$ cat src/bbx_pkg.sv
// Shared types and constants of the bit-test branch and CPU control execution unit.
// Assumes a single clock domain; nothing here holds state or logic.
package bbx_pkg;

    // Instruction classes handled by the unit.
    typedef enum logic [3:0] {
        op_bit_set, op_bit_zero, op_set_clear, op_dec_branch, op_bank_choice,
        op_no_action, op_irq_enable, op_irq_mask_all, op_clock_pause, op_osc_off,
        op_word_move
    } op_t;

    // Operand areas; the short direct and pointer areas may be slow memory.
    typedef enum logic [2:0] {
        area_short_direct, area_sfr, area_accum, area_status, area_pointer,
        area_reg_b, area_reg_c
    } area_t;

    // Instruction lengths in bytes.
    localparam logic [2:0] LEN_ONE   = 3'h1;
    localparam logic [2:0] LEN_TWO   = 3'h2;
    localparam logic [2:0] LEN_THREE = 3'h3;
    localparam logic [2:0] LEN_FOUR  = 3'h4;

    // Instruction clock counts in CPU clock cycles.
    localparam logic [3:0] CLK_TWO    = 4'h2;
    localparam logic [3:0] CLK_FOUR   = 4'h4;
    localparam logic [3:0] CLK_SIX    = 4'h6;
    localparam logic [3:0] CLK_EIGHT  = 4'h8;
    localparam logic [3:0] CLK_NINE   = 4'h9;
    localparam logic [3:0] CLK_TEN    = 4'ha;
    localparam logic [3:0] CLK_ELEVEN = 4'hb;
    localparam logic [3:0] CLK_TWELVE = 4'hc;

    // Word move check: length and clocks used for its completion.
    localparam logic [2:0] LEN_WORD_MOVE = 3'h1;
    localparam logic [3:0] CLK_WORD_MOVE = 4'h4;
    localparam logic [1:0] PAIR_AX       = 2'h0;

    // Status word layout and reset value.
    localparam int unsigned PSW_IRQ_POS   = 7;
    localparam int unsigned PSW_ZERO_POS  = 6;
    localparam int unsigned PSW_BANK1_POS = 5;
    localparam int unsigned PSW_AUX_POS   = 4;
    localparam int unsigned PSW_BANK0_POS = 3;
    localparam int unsigned PSW_CARRY_POS = 0;
    localparam logic [7:0]  PSW_RESET     = 8'h02;

endpackage : bbx_pkg

$ cat src/bbx_bit_pick.sv
// Picks one bit of a byte and forms the byte with that bit cleared.
// Purely combinational; the caller registers the results.
`timescale 1ns/1ps
module bbx_bit_pick (
    input  wire logic [7:0] i_byte,
    input  wire logic [2:0] i_sel,
    output logic            o_bit,
    output logic [7:0]      o_cleared
);
    // Selected bit and the cleared copy of the byte.
    assign o_bit     = i_byte[i_sel];
    assign o_cleared = i_byte & ~(8'h01 << i_sel);
endmodule : bbx_bit_pick

$ cat src/bbx_cycle_timer.sv
// Counts an instruction's CPU clocks in system clocks, scaled by the divider.
// Assumes a load only arrives while the timer is idle.
`timescale 1ns/1ps
module bbx_cycle_timer (
    input  wire logic       i_sys_clk,
    input  wire logic       i_resetn,
    input  wire logic       i_load,
    input  wire logic [3:0] i_clocks,
    input  wire logic [1:0] i_div_sel,
    output logic            o_busy,
    output logic            o_last
);
    logic [7:0] cnt_q;
    logic [7:0] cnt_d;
    logic [7:0] span;

    // One CPU clock lasts two to the power of the divider choice system clocks.
    assign span   = {4'h0, i_clocks} << i_div_sel;
    assign o_busy = cnt_q != 8'h00;
    assign o_last = cnt_q == 8'h01;
    assign cnt_d  = i_load ? span : (o_busy ? cnt_q - 8'h01 : cnt_q);

    // Down counter; zero means idle.
    always_ff @(posedge i_sys_clk) begin
        if (!i_resetn) begin
            cnt_q <= 8'h00;
        end else begin
            cnt_q <= cnt_d;
        end
    end
endmodule : bbx_cycle_timer

$ cat src/bbx_exec.sv
// Execution unit for bit-test branches, decrement loops and CPU control.
// Assumes the fetch side hands over one decoded instruction with its operand
// byte, and takes the write-back strobe when the instruction completes.
`timescale 1ns/1ps

// Function
// RULE1 - Clock counts are CPU clocks chosen by the divider selection input.
// RULE2 - Fast count for high-speed RAM or no data access, slow count otherwise.
// RULE3 - Bit-set branch on short direct bit: 3 bytes, 8 or 9 clocks.
// RULE4 - Bit-set branch on special register bit: 4 bytes, 11 clocks.
// RULE5 - Bit-set and bit-zero branches on accumulator bit: 3 bytes, 8 clocks.
// RULE6 - Bit-set branch on status word bit: 3 bytes, 9 clocks.
// RULE7 - Bit branches through pointer pair: 3 bytes, 10 or 11 clocks.
// RULE8 - Bit-zero branch on short direct bit: 4 bytes, 10 or 11 clocks.
// RULE9 - Bit-zero branch on special register or status bit: 4 bytes, 11 clocks.
// RULE10 - Set-and-clear branch only on a one bit, clears it; special form 12.
// RULE11 - Set-and-clear on status word changes zero, aux carry and carry flags.
// RULE12 - Loop on register B or C: 2 bytes, 6 clocks, branch if nonzero.
// RULE13 - Loop on short direct byte: 3 bytes, 8 or 10 clocks.
// RULE14 - Bank choice: 2 bytes, 4 clocks, writes the two bank bits.
// RULE15 - No-action instruction: 1 byte, 2 clocks, changes nothing.
// RULE16 - Interrupt enable: 2 bytes, 6 clocks, sets the global enable flag.
// RULE17 - Interrupt mask-all: 2 bytes, 6 clocks, clears the global enable flag.
// RULE18 - Clock pause: 2 bytes, 6 clocks, enters clock pause standby.
// RULE19 - Oscillator off: 2 bytes, 6 clocks, enters oscillator-off standby.
// RULE20 - Word move with AX accepts only pairs BC, DE or HL.
// RULE21 - Offset is signed 8-bit, added to the next instruction address.
module bbx_exec (
    input  wire logic             i_sys_clk,
    input  wire logic             i_resetn,
    input  wire logic             i_start,
    input  wire bbx_pkg::op_t     i_op,
    input  wire bbx_pkg::area_t   i_area,
    input  wire logic             i_hs_ram,
    input  wire logic [2:0]       i_bit_sel,
    input  wire logic [7:0]       i_operand,
    input  wire logic [7:0]       i_relative_offset,
    input  wire logic [15:0]      i_pc,
    input  wire logic [1:0]       i_bank_sel,
    input  wire logic [1:0]       i_word_pair,
    input  wire logic [1:0]       i_cpu_clock_divider_select,
    input  wire logic             i_wake,
    output logic                  o_ready,
    output logic                  o_done,
    output logic [2:0]            o_length,
    output logic [3:0]            o_clocks,
    output logic [15:0]           o_pc_next,
    output logic                  o_branch_taken,
    output logic                  o_wr_en,
    output bbx_pkg::area_t        o_wr_area,
    output logic [7:0]            o_wr_data,
    output logic [7:0]            o_program_status_word,
    output logic                  o_global_irq_enable_flag,
    output logic [1:0]            o_bank_choice_bits,
    output logic                  o_clock_pause,
    output logic                  o_osc_off,
    output logic                  o_illegal
);

    // Length in bytes, fast count and slow count of one instruction form.
    function automatic logic [10:0] form_timing(input bbx_pkg::op_t op,
                                                input bbx_pkg::area_t ar);
        logic [10:0] t;
        t = {bbx_pkg::LEN_TWO, bbx_pkg::CLK_SIX, bbx_pkg::CLK_SIX};
        unique case (op)
            bbx_pkg::op_bit_set: begin
                unique case (ar)
                    bbx_pkg::area_short_direct: // see RULE3
                        t = {bbx_pkg::LEN_THREE, bbx_pkg::CLK_EIGHT, bbx_pkg::CLK_NINE};
                    bbx_pkg::area_sfr: // see RULE4
                        t = {bbx_pkg::LEN_FOUR, bbx_pkg::CLK_ELEVEN, bbx_pkg::CLK_ELEVEN};
                    bbx_pkg::area_status: // see RULE6
                        t = {bbx_pkg::LEN_THREE, bbx_pkg::CLK_NINE, bbx_pkg::CLK_NINE};
                    bbx_pkg::area_pointer: // see RULE7
                        t = {bbx_pkg::LEN_THREE, bbx_pkg::CLK_TEN, bbx_pkg::CLK_ELEVEN};
                    default: // see RULE5
                        t = {bbx_pkg::LEN_THREE, bbx_pkg::CLK_EIGHT, bbx_pkg::CLK_EIGHT};
                endcase
            end
            bbx_pkg::op_bit_zero: begin
                unique case (ar)
                    bbx_pkg::area_short_direct: // see RULE8
                        t = {bbx_pkg::LEN_FOUR, bbx_pkg::CLK_TEN, bbx_pkg::CLK_ELEVEN};
                    bbx_pkg::area_sfr, bbx_pkg::area_status: // see RULE9
                        t = {bbx_pkg::LEN_FOUR, bbx_pkg::CLK_ELEVEN, bbx_pkg::CLK_ELEVEN};
                    bbx_pkg::area_pointer: // see RULE7
                        t = {bbx_pkg::LEN_THREE, bbx_pkg::CLK_TEN, bbx_pkg::CLK_ELEVEN};
                    default: // see RULE5
                        t = {bbx_pkg::LEN_THREE, bbx_pkg::CLK_EIGHT, bbx_pkg::CLK_EIGHT};
                endcase
            end
            bbx_pkg::op_set_clear: begin
                unique case (ar)
                    bbx_pkg::area_short_direct:
                        t = {bbx_pkg::LEN_FOUR, bbx_pkg::CLK_TEN, bbx_pkg::CLK_TWELVE};
                    bbx_pkg::area_sfr, bbx_pkg::area_status: // see RULE10
                        t = {bbx_pkg::LEN_FOUR, bbx_pkg::CLK_TWELVE, bbx_pkg::CLK_TWELVE};
                    bbx_pkg::area_pointer:
                        t = {bbx_pkg::LEN_THREE, bbx_pkg::CLK_TEN, bbx_pkg::CLK_TWELVE};
                    default:
                        t = {bbx_pkg::LEN_THREE, bbx_pkg::CLK_EIGHT, bbx_pkg::CLK_EIGHT};
                endcase
            end
            bbx_pkg::op_dec_branch: begin
                if (ar == bbx_pkg::area_short_direct) begin // see RULE13
                    t = {bbx_pkg::LEN_THREE, bbx_pkg::CLK_EIGHT, bbx_pkg::CLK_TEN};
                end else begin // see RULE12
                    t = {bbx_pkg::LEN_TWO, bbx_pkg::CLK_SIX, bbx_pkg::CLK_SIX};
                end
            end
            bbx_pkg::op_bank_choice: // see RULE14
                t = {bbx_pkg::LEN_TWO, bbx_pkg::CLK_FOUR, bbx_pkg::CLK_FOUR};
            bbx_pkg::op_no_action: // see RULE15
                t = {bbx_pkg::LEN_ONE, bbx_pkg::CLK_TWO, bbx_pkg::CLK_TWO};
            bbx_pkg::op_word_move:
                t = {bbx_pkg::LEN_WORD_MOVE, bbx_pkg::CLK_WORD_MOVE, bbx_pkg::CLK_WORD_MOVE};
            default: // see RULE16 see RULE17 see RULE18 see RULE19
                t = {bbx_pkg::LEN_TWO, bbx_pkg::CLK_SIX, bbx_pkg::CLK_SIX};
        endcase
        return t;
    endfunction : form_timing

    logic            busy;
    logic            last;
    logic            accept;
    logic            slow_area;
    logic [10:0]     timing;
    logic [3:0]      clocks;
    logic [2:0]      length;
    logic [7:0]      src_byte;
    logic            src_bit;
    logic [7:0]      src_cleared;
    logic            psw_bit;
    logic [7:0]      psw_cleared;
    logic [7:0]      dec_byte;
    logic            cond;
    logic            pair_ok;
    logic [15:0]     pc_seq;
    logic [15:0]     pc_target;
    logic            writes;
    logic [7:0]      wr_byte;
    logic            is_status;
    logic [7:0]      psw_q;
    logic [7:0]      psw_d;
    bbx_pkg::op_t    op_q;
    logic            status_q;
    logic [2:0]      bit_q;
    logic [1:0]      bank_q;
    logic            wr_pend_q;
    logic            pause_q;
    logic            osc_q;
    logic [1:0]      div_q;
    logic [7:0]      elapsed_q;

    // A new instruction is taken only when idle and not in standby.
    assign o_ready = !busy && !pause_q && !osc_q;
    assign accept  = i_start && o_ready;
    assign o_done  = last;
    assign o_wr_en = last && wr_pend_q;

    // Slow count applies when a short direct or pointer access misses fast RAM.
    assign slow_area = (i_area == bbx_pkg::area_short_direct ||
                        i_area == bbx_pkg::area_pointer) && !i_hs_ram; // see RULE2
    assign timing    = form_timing(i_op, i_area);
    assign clocks    = slow_area ? timing[3:0] : timing[7:4]; // see RULE2
    assign length    = timing[10:8];

    // Bit operand comes from the status word for status forms, else the bus byte.
    assign is_status = i_area == bbx_pkg::area_status;
    assign src_byte  = is_status ? psw_q : i_operand;

    bbx_bit_pick u_src_pick (
        .i_byte    (src_byte),
        .i_sel     (i_bit_sel),
        .o_bit     (src_bit),
        .o_cleared (src_cleared)
    );

    // The status word clear is formed again at completion from the live word.
    bbx_bit_pick u_psw_pick (
        .i_byte    (psw_q),
        .i_sel     (bit_q),
        .o_bit     (psw_bit),
        .o_cleared (psw_cleared)
    );

    // Branch condition per class; the loop decrements before testing.
    assign dec_byte = i_operand - 8'h01; // see RULE12 see RULE13
    assign cond = (i_op == bbx_pkg::op_bit_set)    ? src_bit :
                  (i_op == bbx_pkg::op_bit_zero)   ? !src_bit : // see RULE8 see RULE9
                  (i_op == bbx_pkg::op_set_clear)  ? src_bit : // see RULE10
                  (i_op == bbx_pkg::op_dec_branch) ? dec_byte != 8'h00 : 1'b0;

    // Target is the next instruction address plus the sign-extended offset.
    assign pc_seq    = i_pc + {13'h0000, length};
    assign pc_target = pc_seq + {{8{i_relative_offset[7]}}, i_relative_offset}; // see RULE21

    // Only the listed pairs may move a word with AX.
    assign pair_ok = i_word_pair != bbx_pkg::PAIR_AX; // see RULE20

    // Write-back: loop result, or the cleared bit of a taken set-and-clear outside the status word.
    assign writes  = (i_op == bbx_pkg::op_dec_branch) ||
                     (i_op == bbx_pkg::op_set_clear && src_bit && !is_status);
    assign wr_byte = (i_op == bbx_pkg::op_dec_branch) ? dec_byte : src_cleared;

    // Status word update at completion; only the completing class may touch it.
    always_comb begin
        psw_d = psw_q;
        if (last) begin
            unique case (op_q)
                bbx_pkg::op_set_clear: begin
                    if (status_q && psw_bit) begin
                        psw_d = psw_cleared; // see RULE10 see RULE11
                    end
                end
                bbx_pkg::op_bank_choice: begin
                    psw_d[bbx_pkg::PSW_BANK1_POS] = bank_q[1]; // see RULE14
                    psw_d[bbx_pkg::PSW_BANK0_POS] = bank_q[0];
                end
                bbx_pkg::op_irq_enable:   psw_d[bbx_pkg::PSW_IRQ_POS] = 1'b1; // see RULE16
                bbx_pkg::op_irq_mask_all: psw_d[bbx_pkg::PSW_IRQ_POS] = 1'b0; // see RULE17
                default:                  psw_d = psw_q; // see RULE15
            endcase
        end
    end

    // Clocks are counted in CPU clocks scaled by the divider choice.
    bbx_cycle_timer u_timer (
        .i_sys_clk (i_sys_clk),
        .i_resetn  (i_resetn),
        .i_load    (accept),
        .i_clocks  (clocks),
        .i_div_sel (i_cpu_clock_divider_select), // see RULE1
        .o_busy    (busy),
        .o_last    (last)
    );

    // Results are captured when the instruction is taken.
    always_ff @(posedge i_sys_clk) begin
        if (!i_resetn) begin
            op_q           <= bbx_pkg::op_no_action;
            status_q       <= 1'b0;
            bit_q          <= 3'h0;
            bank_q         <= 2'h0;
            wr_pend_q      <= 1'b0;
            div_q          <= 2'h0;
            o_length       <= 3'h0;
            o_clocks       <= 4'h0;
            o_pc_next      <= 16'h0000;
            o_branch_taken <= 1'b0;
            o_wr_area      <= bbx_pkg::area_short_direct;
            o_wr_data      <= 8'h00;
            o_illegal      <= 1'b0;
        end else if (accept) begin
            op_q           <= i_op;
            status_q       <= is_status;
            bit_q          <= i_bit_sel;
            bank_q         <= i_bank_sel;
            wr_pend_q      <= writes;
            div_q          <= i_cpu_clock_divider_select;
            o_length       <= length;
            o_clocks       <= clocks;
            o_pc_next      <= cond ? pc_target : pc_seq;
            o_branch_taken <= cond;
            o_wr_area      <= i_area;
            o_wr_data      <= wr_byte;
            o_illegal      <= (i_op == bbx_pkg::op_word_move) && !pair_ok; // see RULE20
        end
    end

    // Status word register.
    always_ff @(posedge i_sys_clk) begin
        if (!i_resetn) begin
            psw_q <= bbx_pkg::PSW_RESET;
        end else begin
            psw_q <= psw_d;
        end
    end

    // Standby flags; entry at completion wins over a wake in the same cycle.
    always_ff @(posedge i_sys_clk) begin
        if (!i_resetn) begin
            pause_q <= 1'b0;
            osc_q   <= 1'b0;
        end else begin
            pause_q <= (last && op_q == bbx_pkg::op_clock_pause) ||
                       (pause_q && !i_wake); // see RULE18
            osc_q   <= (last && op_q == bbx_pkg::op_osc_off) ||
                       (osc_q && !i_wake); // see RULE19
        end
    end

    // Elapsed system clocks of the running instruction, for checking only.
    always_ff @(posedge i_sys_clk) begin
        if (!i_resetn) begin
            elapsed_q <= 8'h00;
        end else begin
            elapsed_q <= accept ? 8'h00 : (busy ? elapsed_q + 8'h01 : elapsed_q);
        end
    end

    // Status word views.
    assign o_program_status_word    = psw_q;
    assign o_global_irq_enable_flag = psw_q[bbx_pkg::PSW_IRQ_POS];
    assign o_bank_choice_bits = {psw_q[bbx_pkg::PSW_BANK1_POS], psw_q[bbx_pkg::PSW_BANK0_POS]};
    assign o_clock_pause = pause_q;
    assign o_osc_off     = osc_q;
endmodule : bbx_exec

$ cat config.mk
export PLATFORM = sky130hd
export DESIGN_NAME = bbx_exec
export DESIGN_NICKNAME = d
export VERILOG_FILES = /design/src/bbx_pkg.sv /design/src/bbx_bit_pick.sv /design/src/bbx_cycle_timer.sv /design/src/bbx_exec.sv
export SDC_FILE = /design/constraint.sdc
export NUM_CORES = 1
export LEC_CHECK = 0
export ABC_CLOCK_PERIOD_IN_PS = 5250
export BUFFER_PORTS_ARGS = -buffer_cell sky130_fd_sc_hd__buf_2
export CAP_MARGIN = 15
export CORE_ASPECT_RATIO = 2
export CORE_UTILIZATION = 40
export DETAILED_ROUTE_END_ITERATION = 6
export HOLD_SLACK_MARGIN = 0.08
export PLACE_DENSITY = 0.68
export SYNTH_ARGS = -nofsm -noshare
export SYNTH_HDL_FRONTEND = slang
export SYNTH_HIERARCHICAL = 1
export SYNTH_SLANG_ARGS = --single-unit
$ cat constraint.sdc
create_clock -name i_sys_clk -period 5.25 [get_ports i_sys_clk]
set_input_delay 0.2625 -clock i_sys_clk [delete_from_list [all_inputs] [get_ports i_sys_clk]]
set_output_delay 0.2625 -clock i_sys_clk [all_outputs]
set_load 0.02 [all_outputs]
=== Word level (Yosys, flattened, before mapping) ===
Cells that the tools add are included.

* Bits in registers: 65
* Input port bits: 53

* Add/subtract/negate cells: 4
* $lt $le $gt $ge: 2
* Equal/unequal tests: 17
* Shifts and indexed selects: 3
* Mux-type cells: 23
* Bitwise gates (word level): 4
* Reductions and logical operators: 37

{| class="wikitable"
|+ Operator list
! kind !! number
|-
| $pmux W11 S7 || 1
|-
| $pmux W11 S3 || 2
|-
| $pmux W11 S4 || 1
|-
| $mux W8 || 5
|-
| $eq A4 B3 Y1 const B || 5
|-
| $add A16 B16 Y16 || 1
|-
| $add A16 B3 Y16 || 1
|-
| $and A8 B8 Y8 || 2
|-
| $mux W16 || 1
|-
| $not A8 Y8 || 2
|-
| $reduce_bool A8 Y1 || 2
|-
| $shl A1 B3 Y8 const A || 2
|-
| $sub A8 B1 Y8 const B || 2
|-
| $logic_and A1 B1 Y1 || 13
|-
| $eq A4 B2 Y1 const B || 3
|-
| $eq A4 B4 Y1 const B || 3
|-
| $mux W9 || 1
|-
| $reduce_and A3 Y1 || 3
|-
| $eq A8 B1 Y1 const B || 1
|-
| $logic_not A1 Y1 || 8
|-
| $lt A3 B4 Y1 const B || 2
|-
| $shl A4 B2 Y8 || 1
|-
| $bmux W1 S3 || 2
|-
| $mux W1 || 6
|-
| other kinds (14) || 20
|}

=== Logic depth before layout (Yosys ltp) ===
* Depth in word-level cells: 8
* Gate-level depth with buffers: 20
* Gate-level depth less buffers: 19

=== Cells and area by module ===
Netlist, hierarchy kept.

{| class="wikitable"
|+ Modules (own cells, without submodules)
! module !! instances !! cells each !! area each (µm²) !! sequential area each (µm²)
|-
| bbx_exec || 1 || 531 || 4072.7 || 1141.1
|-
| bbx_cycle_timer || 1 || 67 || 609.3 || 160.2
|-
| bbx_bit_pick || 2 || 23 || 175.2 || 0.0
|}

=== Least setup slack after synthesis ===
OpenSTA, ideal clock, no wires.

* Path type: input to register
* Start: in i_op[3]
* End: reg o_pc_next[14]
* Setup time: 126 ps
* Arrival: 3856 ps
* Setup slack: 1268 ps
* Cell stages on the path: 17
* Buffers on the path: 1
* Cells stage by stage: clkbuf_1 > nor2_1 > o21ai_0 > o311ai_1 > ha_1 > inv_1 > fa_1 > nor2b_1 > o21ai_0 > xnor2_1 > ha_1 > a21o_1 > a21oi_1 > a21oi_1 > o41ai_1 > mux2i_1 > o211ai_1

{| class="wikitable"
|+ RTL lines
! what !! line !! text
|-
| from (decl) || bbx_exec.sv:32 || <nowiki>input wire bbx_pkg::op_t i_op,</nowiki>
|-
| $eq A4 B4 Y1, or another cell as far along || bbx_exec.sv:65 || <nowiki>unique case (op)</nowiki>
|-
| $pmux W11 S7 * || bbx_exec.sv:65 ||
|-
| via timing[8] || bbx_exec.sv:127 || <nowiki>logic [10:0] timing;</nowiki>
|-
| $add A16 B3 Y16 * || bbx_exec.sv:195 || <nowiki>assign pc_seq = i_pc + {13'h0000, length};</nowiki>
|-
| $add A16 B16 Y16 || bbx_exec.sv:196 || <nowiki>assign pc_target = pc_seq + {{8{i_relative_offset[7]}}, i_relative_offset};</nowiki>
|-
| $mux W16 * || bbx_exec.sv:263 || <nowiki>o_pc_next <= cond ? pc_target : pc_seq;</nowiki>
|-
| to (signal assigned) || bbx_exec.sv:263 ||
|-
| to (decl) || bbx_exec.sv:47 || <nowiki>output logic [15:0] o_pc_next,</nowiki>
|}

Mark *: on every way through the listed nets, which the timed path passes. The rest lies on a longest branch.
A chain may end at the register's enable or synchronous reset.

=== Final worst setup path ===
Same ends and word-level chain as after synthesis.

==> reports/qor.txt <==
instance count of the mapped netlist = 644
Mapped Avg Cell Area = 7.81 µm²
detailed-placement wirelength estimate = 11500 µm
count of flip-flops with a built-in enable after synthesis = 0
switching portion of total power = 0.393
post-cts hold buffer count = 0
remaining number of nets flagged by the antenna check after routing = 0
final worst path period share = 0.858
switching power summed over all nets = 928 µW
slack of the worst reg-to-reg path = 2240 ps
worst hold margin = 167 ps
setup clock skew after layout = 8.72 ps
cells along the critical path = buf_2 > nor2_1 > o21ai_0 > o311ai_1 > ha_1 > inv_1 > fa_1 > nor2b_1 > o21ai_0 > xnor2_1 > ha_1 > a21o_1 > a21oi_1 > a21oi_1 > o41ai_1 > mux2i_1 > o211ai_1
RSZ-0062 raised after global routing = false
relative contribution of the clock network to total power = 0.298
type of origin of the critical path = input port
number of cells traversed by the worst hold path = 3
Final TNS setup = 0 ps
root buf cell = clkbuf_16
highest-count cells in the layout ignoring fill and taps = buf_2, nand2_1, dfxtp_1
first-pass GRT wire length = 23900 µm
cell with the largest stage delay on the worst path = o41ai_1
Int Power = 1430 µW
endpoint arrival time on the critical path = 4720 ps
routed wire length per instance = 17.4 µm
number of maximum-capacitance violations = 0
Area growth, synth to finish = 16.9%
Chip Height = 161 µm
top cells by area in the synthesized netlist = dfxtp_1, a21oi_1, ha_1
Ant. Diodes = 0
number of hold-slack violations in the final timing report = 0
Async SR Flop Fraction = 0
CTS Sinks = 65
Worst EP required = 5470 ps
number of post-CTS setup repair buffers = 0
worst-margin pin slew = 956 ps
Max Root-Sink Buffers = 2
via count = 5171
grt total ovfl = 0
vias in the first global route = 4989
worst min path class = in -> reg
post-CTS clock slew at the launch and capture registers of the worst setup and hold paths = 60 ps
number of CTS-inserted buffers = 9
Worst Min Path Start = i_bank_sel[1]
smallest setup slack after layout = 746 ps
standby leakage power = 0.00249 µW
result of the run = completed
delay of the slowest critical-path stage = 690 ps
routed via count divided by cell count = 5.92
Floorplan Core Area = 0.0122 mm²
worst slew slack as a fraction of its limit = 0.359
leading cell type in the layout, fill and taps excluded = buf_2
clock insertion delay at the later pin of the skew report = 340 ps
GRT Resource Usage Total = 0.238
Warnings, synthesis = 6
Final Slew Violations = 0
final setup vio count = 0
drc violations = 0
Worst R2R Path Depth = 10
detailed-router iteration count before antenna repair = 5
worst reg2reg path endpoint = u_timer/cnt_q[3]
worst min-delay path endpoint = bank_q[1]
port bufs = 104
fraction of synthesized cell area taken by the top area cell type = 0.259
post-detailed-routing wire length = 15200 µm
placement-stage worst setup slack = 537 ps
Die X = 81.3 µm
final estimated routing congestion in global placement = 0.901
Core Rows = 57
count of cell types in the netlist = 74
Max IR drop VDD = 182 µV
critical path start-end classification = in -> reg
H-tree levels = 3
cells resized by post-CTS repair = 0
largest net degree at the start of global routing = 48
post-synthesis sequential area ratio = 0.259
total number of nets in the final design = 800
fraction of final layout cells with drive strength greater than 1 = 0.213
maximum frequency from static timing analysis = 0.222 GHz
full die area = 0.0131 mm²
combined area of all synthesized cells = 0.00503 mm²
reg-to-reg startpoint = u_timer/cnt_q[0]
clock tree from TritonCTS = yes
leading register cell type out of synthesis = dfxtp_1
fin crit period = 4500 ps
total of flip-flops plus latches after synthesis = 65
CP Capture Type = flip-flop
Flop pwr share = 0.299
Initial Util = 0.413
cell taking the most area after synthesis = dfxtp_1
Logic pwr share = 0.403
Power Dens Cells = 402 mW/mm²
critical path peak fanout = 10
Synth Net Count = 723
I/O pin count = 105
number of antenna violations at the first check in global routing = 0
starting DRC count in detailed routing = 218
## synth_stat cells, types with 11 or more instances
master	number
a21boi_0	13
xnor2_1	17
o211ai_1	11
mux2i_1	16
o21ai_0	26
dfxtp_1	65
xor2_1	13
clkbuf_1	26
a21oi_1	61
inv_1	25
mux2_2	13
nand3_1	24
nand2_1	80
ha_1	24
nor3_1	15
nor2_1	48
## power groups by stage
stage / registers [µW] / clock network (µW) / logic (µW)
5_1_grt: 720 / 734 / 1040
2_1_floorplan: 766 / 0 / 625
3_5_place_dp: 715 / 0 / 941
4_1_cts: 706 / 710 / 947
3_3_place_gp: 710 / 0 / 920
6_report: 707 / 704 / 952
## area by class of cell
class	instances	area [µm²]
inverter	27	101
clock buffer	9	225
multi-input combinational	511	3410
timing repair buffer	107	543
sequential	65	1300
tap	147	184
fill	1188	6310
clock inverter	7	118
## worst max path at each step
stage / start / to / slack (ps) / cells after the start
4_1_cts: i_op[3] / o_pc_next[14] / 880 / 17
5_1_grt: i_op[3] / o_pc_next[15] / 490 / 18
6_report: i_op[3] / o_pc_next[14] / 750 / 17
3_5_place_dp: i_op[3] / o_pc_next[14] / 540 / 17
2_1_floorplan: i_op[3] / o_pc_next[14] / 1270 / 17
3_3_place_gp: i_op[3] / o_pc_next[14] / 620 / 17
## worst max-delay path: cells and delay by family
kind	cells	cell delay, ps
fa+ha+maj	3	960
simple gates	2	820
buf+inv	2	240
xor+xnor	1	210
mux	1	260
compound gates	8	1950
## cell families (layout without fill, tap and decap cells)
family | count (synthesis) | after routing | synth area share
fa+ha+maj | 26 | 26 | 0.0676
mux | 31 | 31 | 0.0699
flops | 65 | 65 | 0.259
compound gates | 186 | 186 | 0.244
xor+xnor | 30 | 30 | 0.0522
simple gates | 238 | 238 | 0.244
buf+inv | 68 | 150 | 0.0639
## state kept, by name, summed over array words and instances (netlist names), 2 cells and up
| name | flops |
|---|---|
| o_pc_next | 16 |
| o_program_status_word | 8 |
| o_wr_data | 8 |
| u_timer/cnt_q | 8 |
| o_clocks | 4 |
| op_q | 4 |
| bit_q | 3 |
| o_length | 3 |
| o_wr_area | 3 |
| bank_q | 2 |
## routing by layer
metal,wire [µm],GRT usage,vias up
li1,-,-,2502
met1,5360,0.238,2439
met2,8560,0.449,194
met3,792,0.0409,36
met4,487,0.115,0
met5,0,0,-
## through the flow
step / cell area (µm²) / cells / utilization / total power (µW)
floorplan: 5030 / 644 / - / 1390
global placement: 5540 / 857 / 0.454 / 1630
detailed placement: 5540 / 857 / 0.454 / 1660
CTS: 5880 / 873 / 0.482 / 2360
global route: 5880 / 873 / 0.482 / 2500
finish: 5880 / 873 / 0.482 / 2360
No activity file was read; power rests on OpenSTA's default activity.
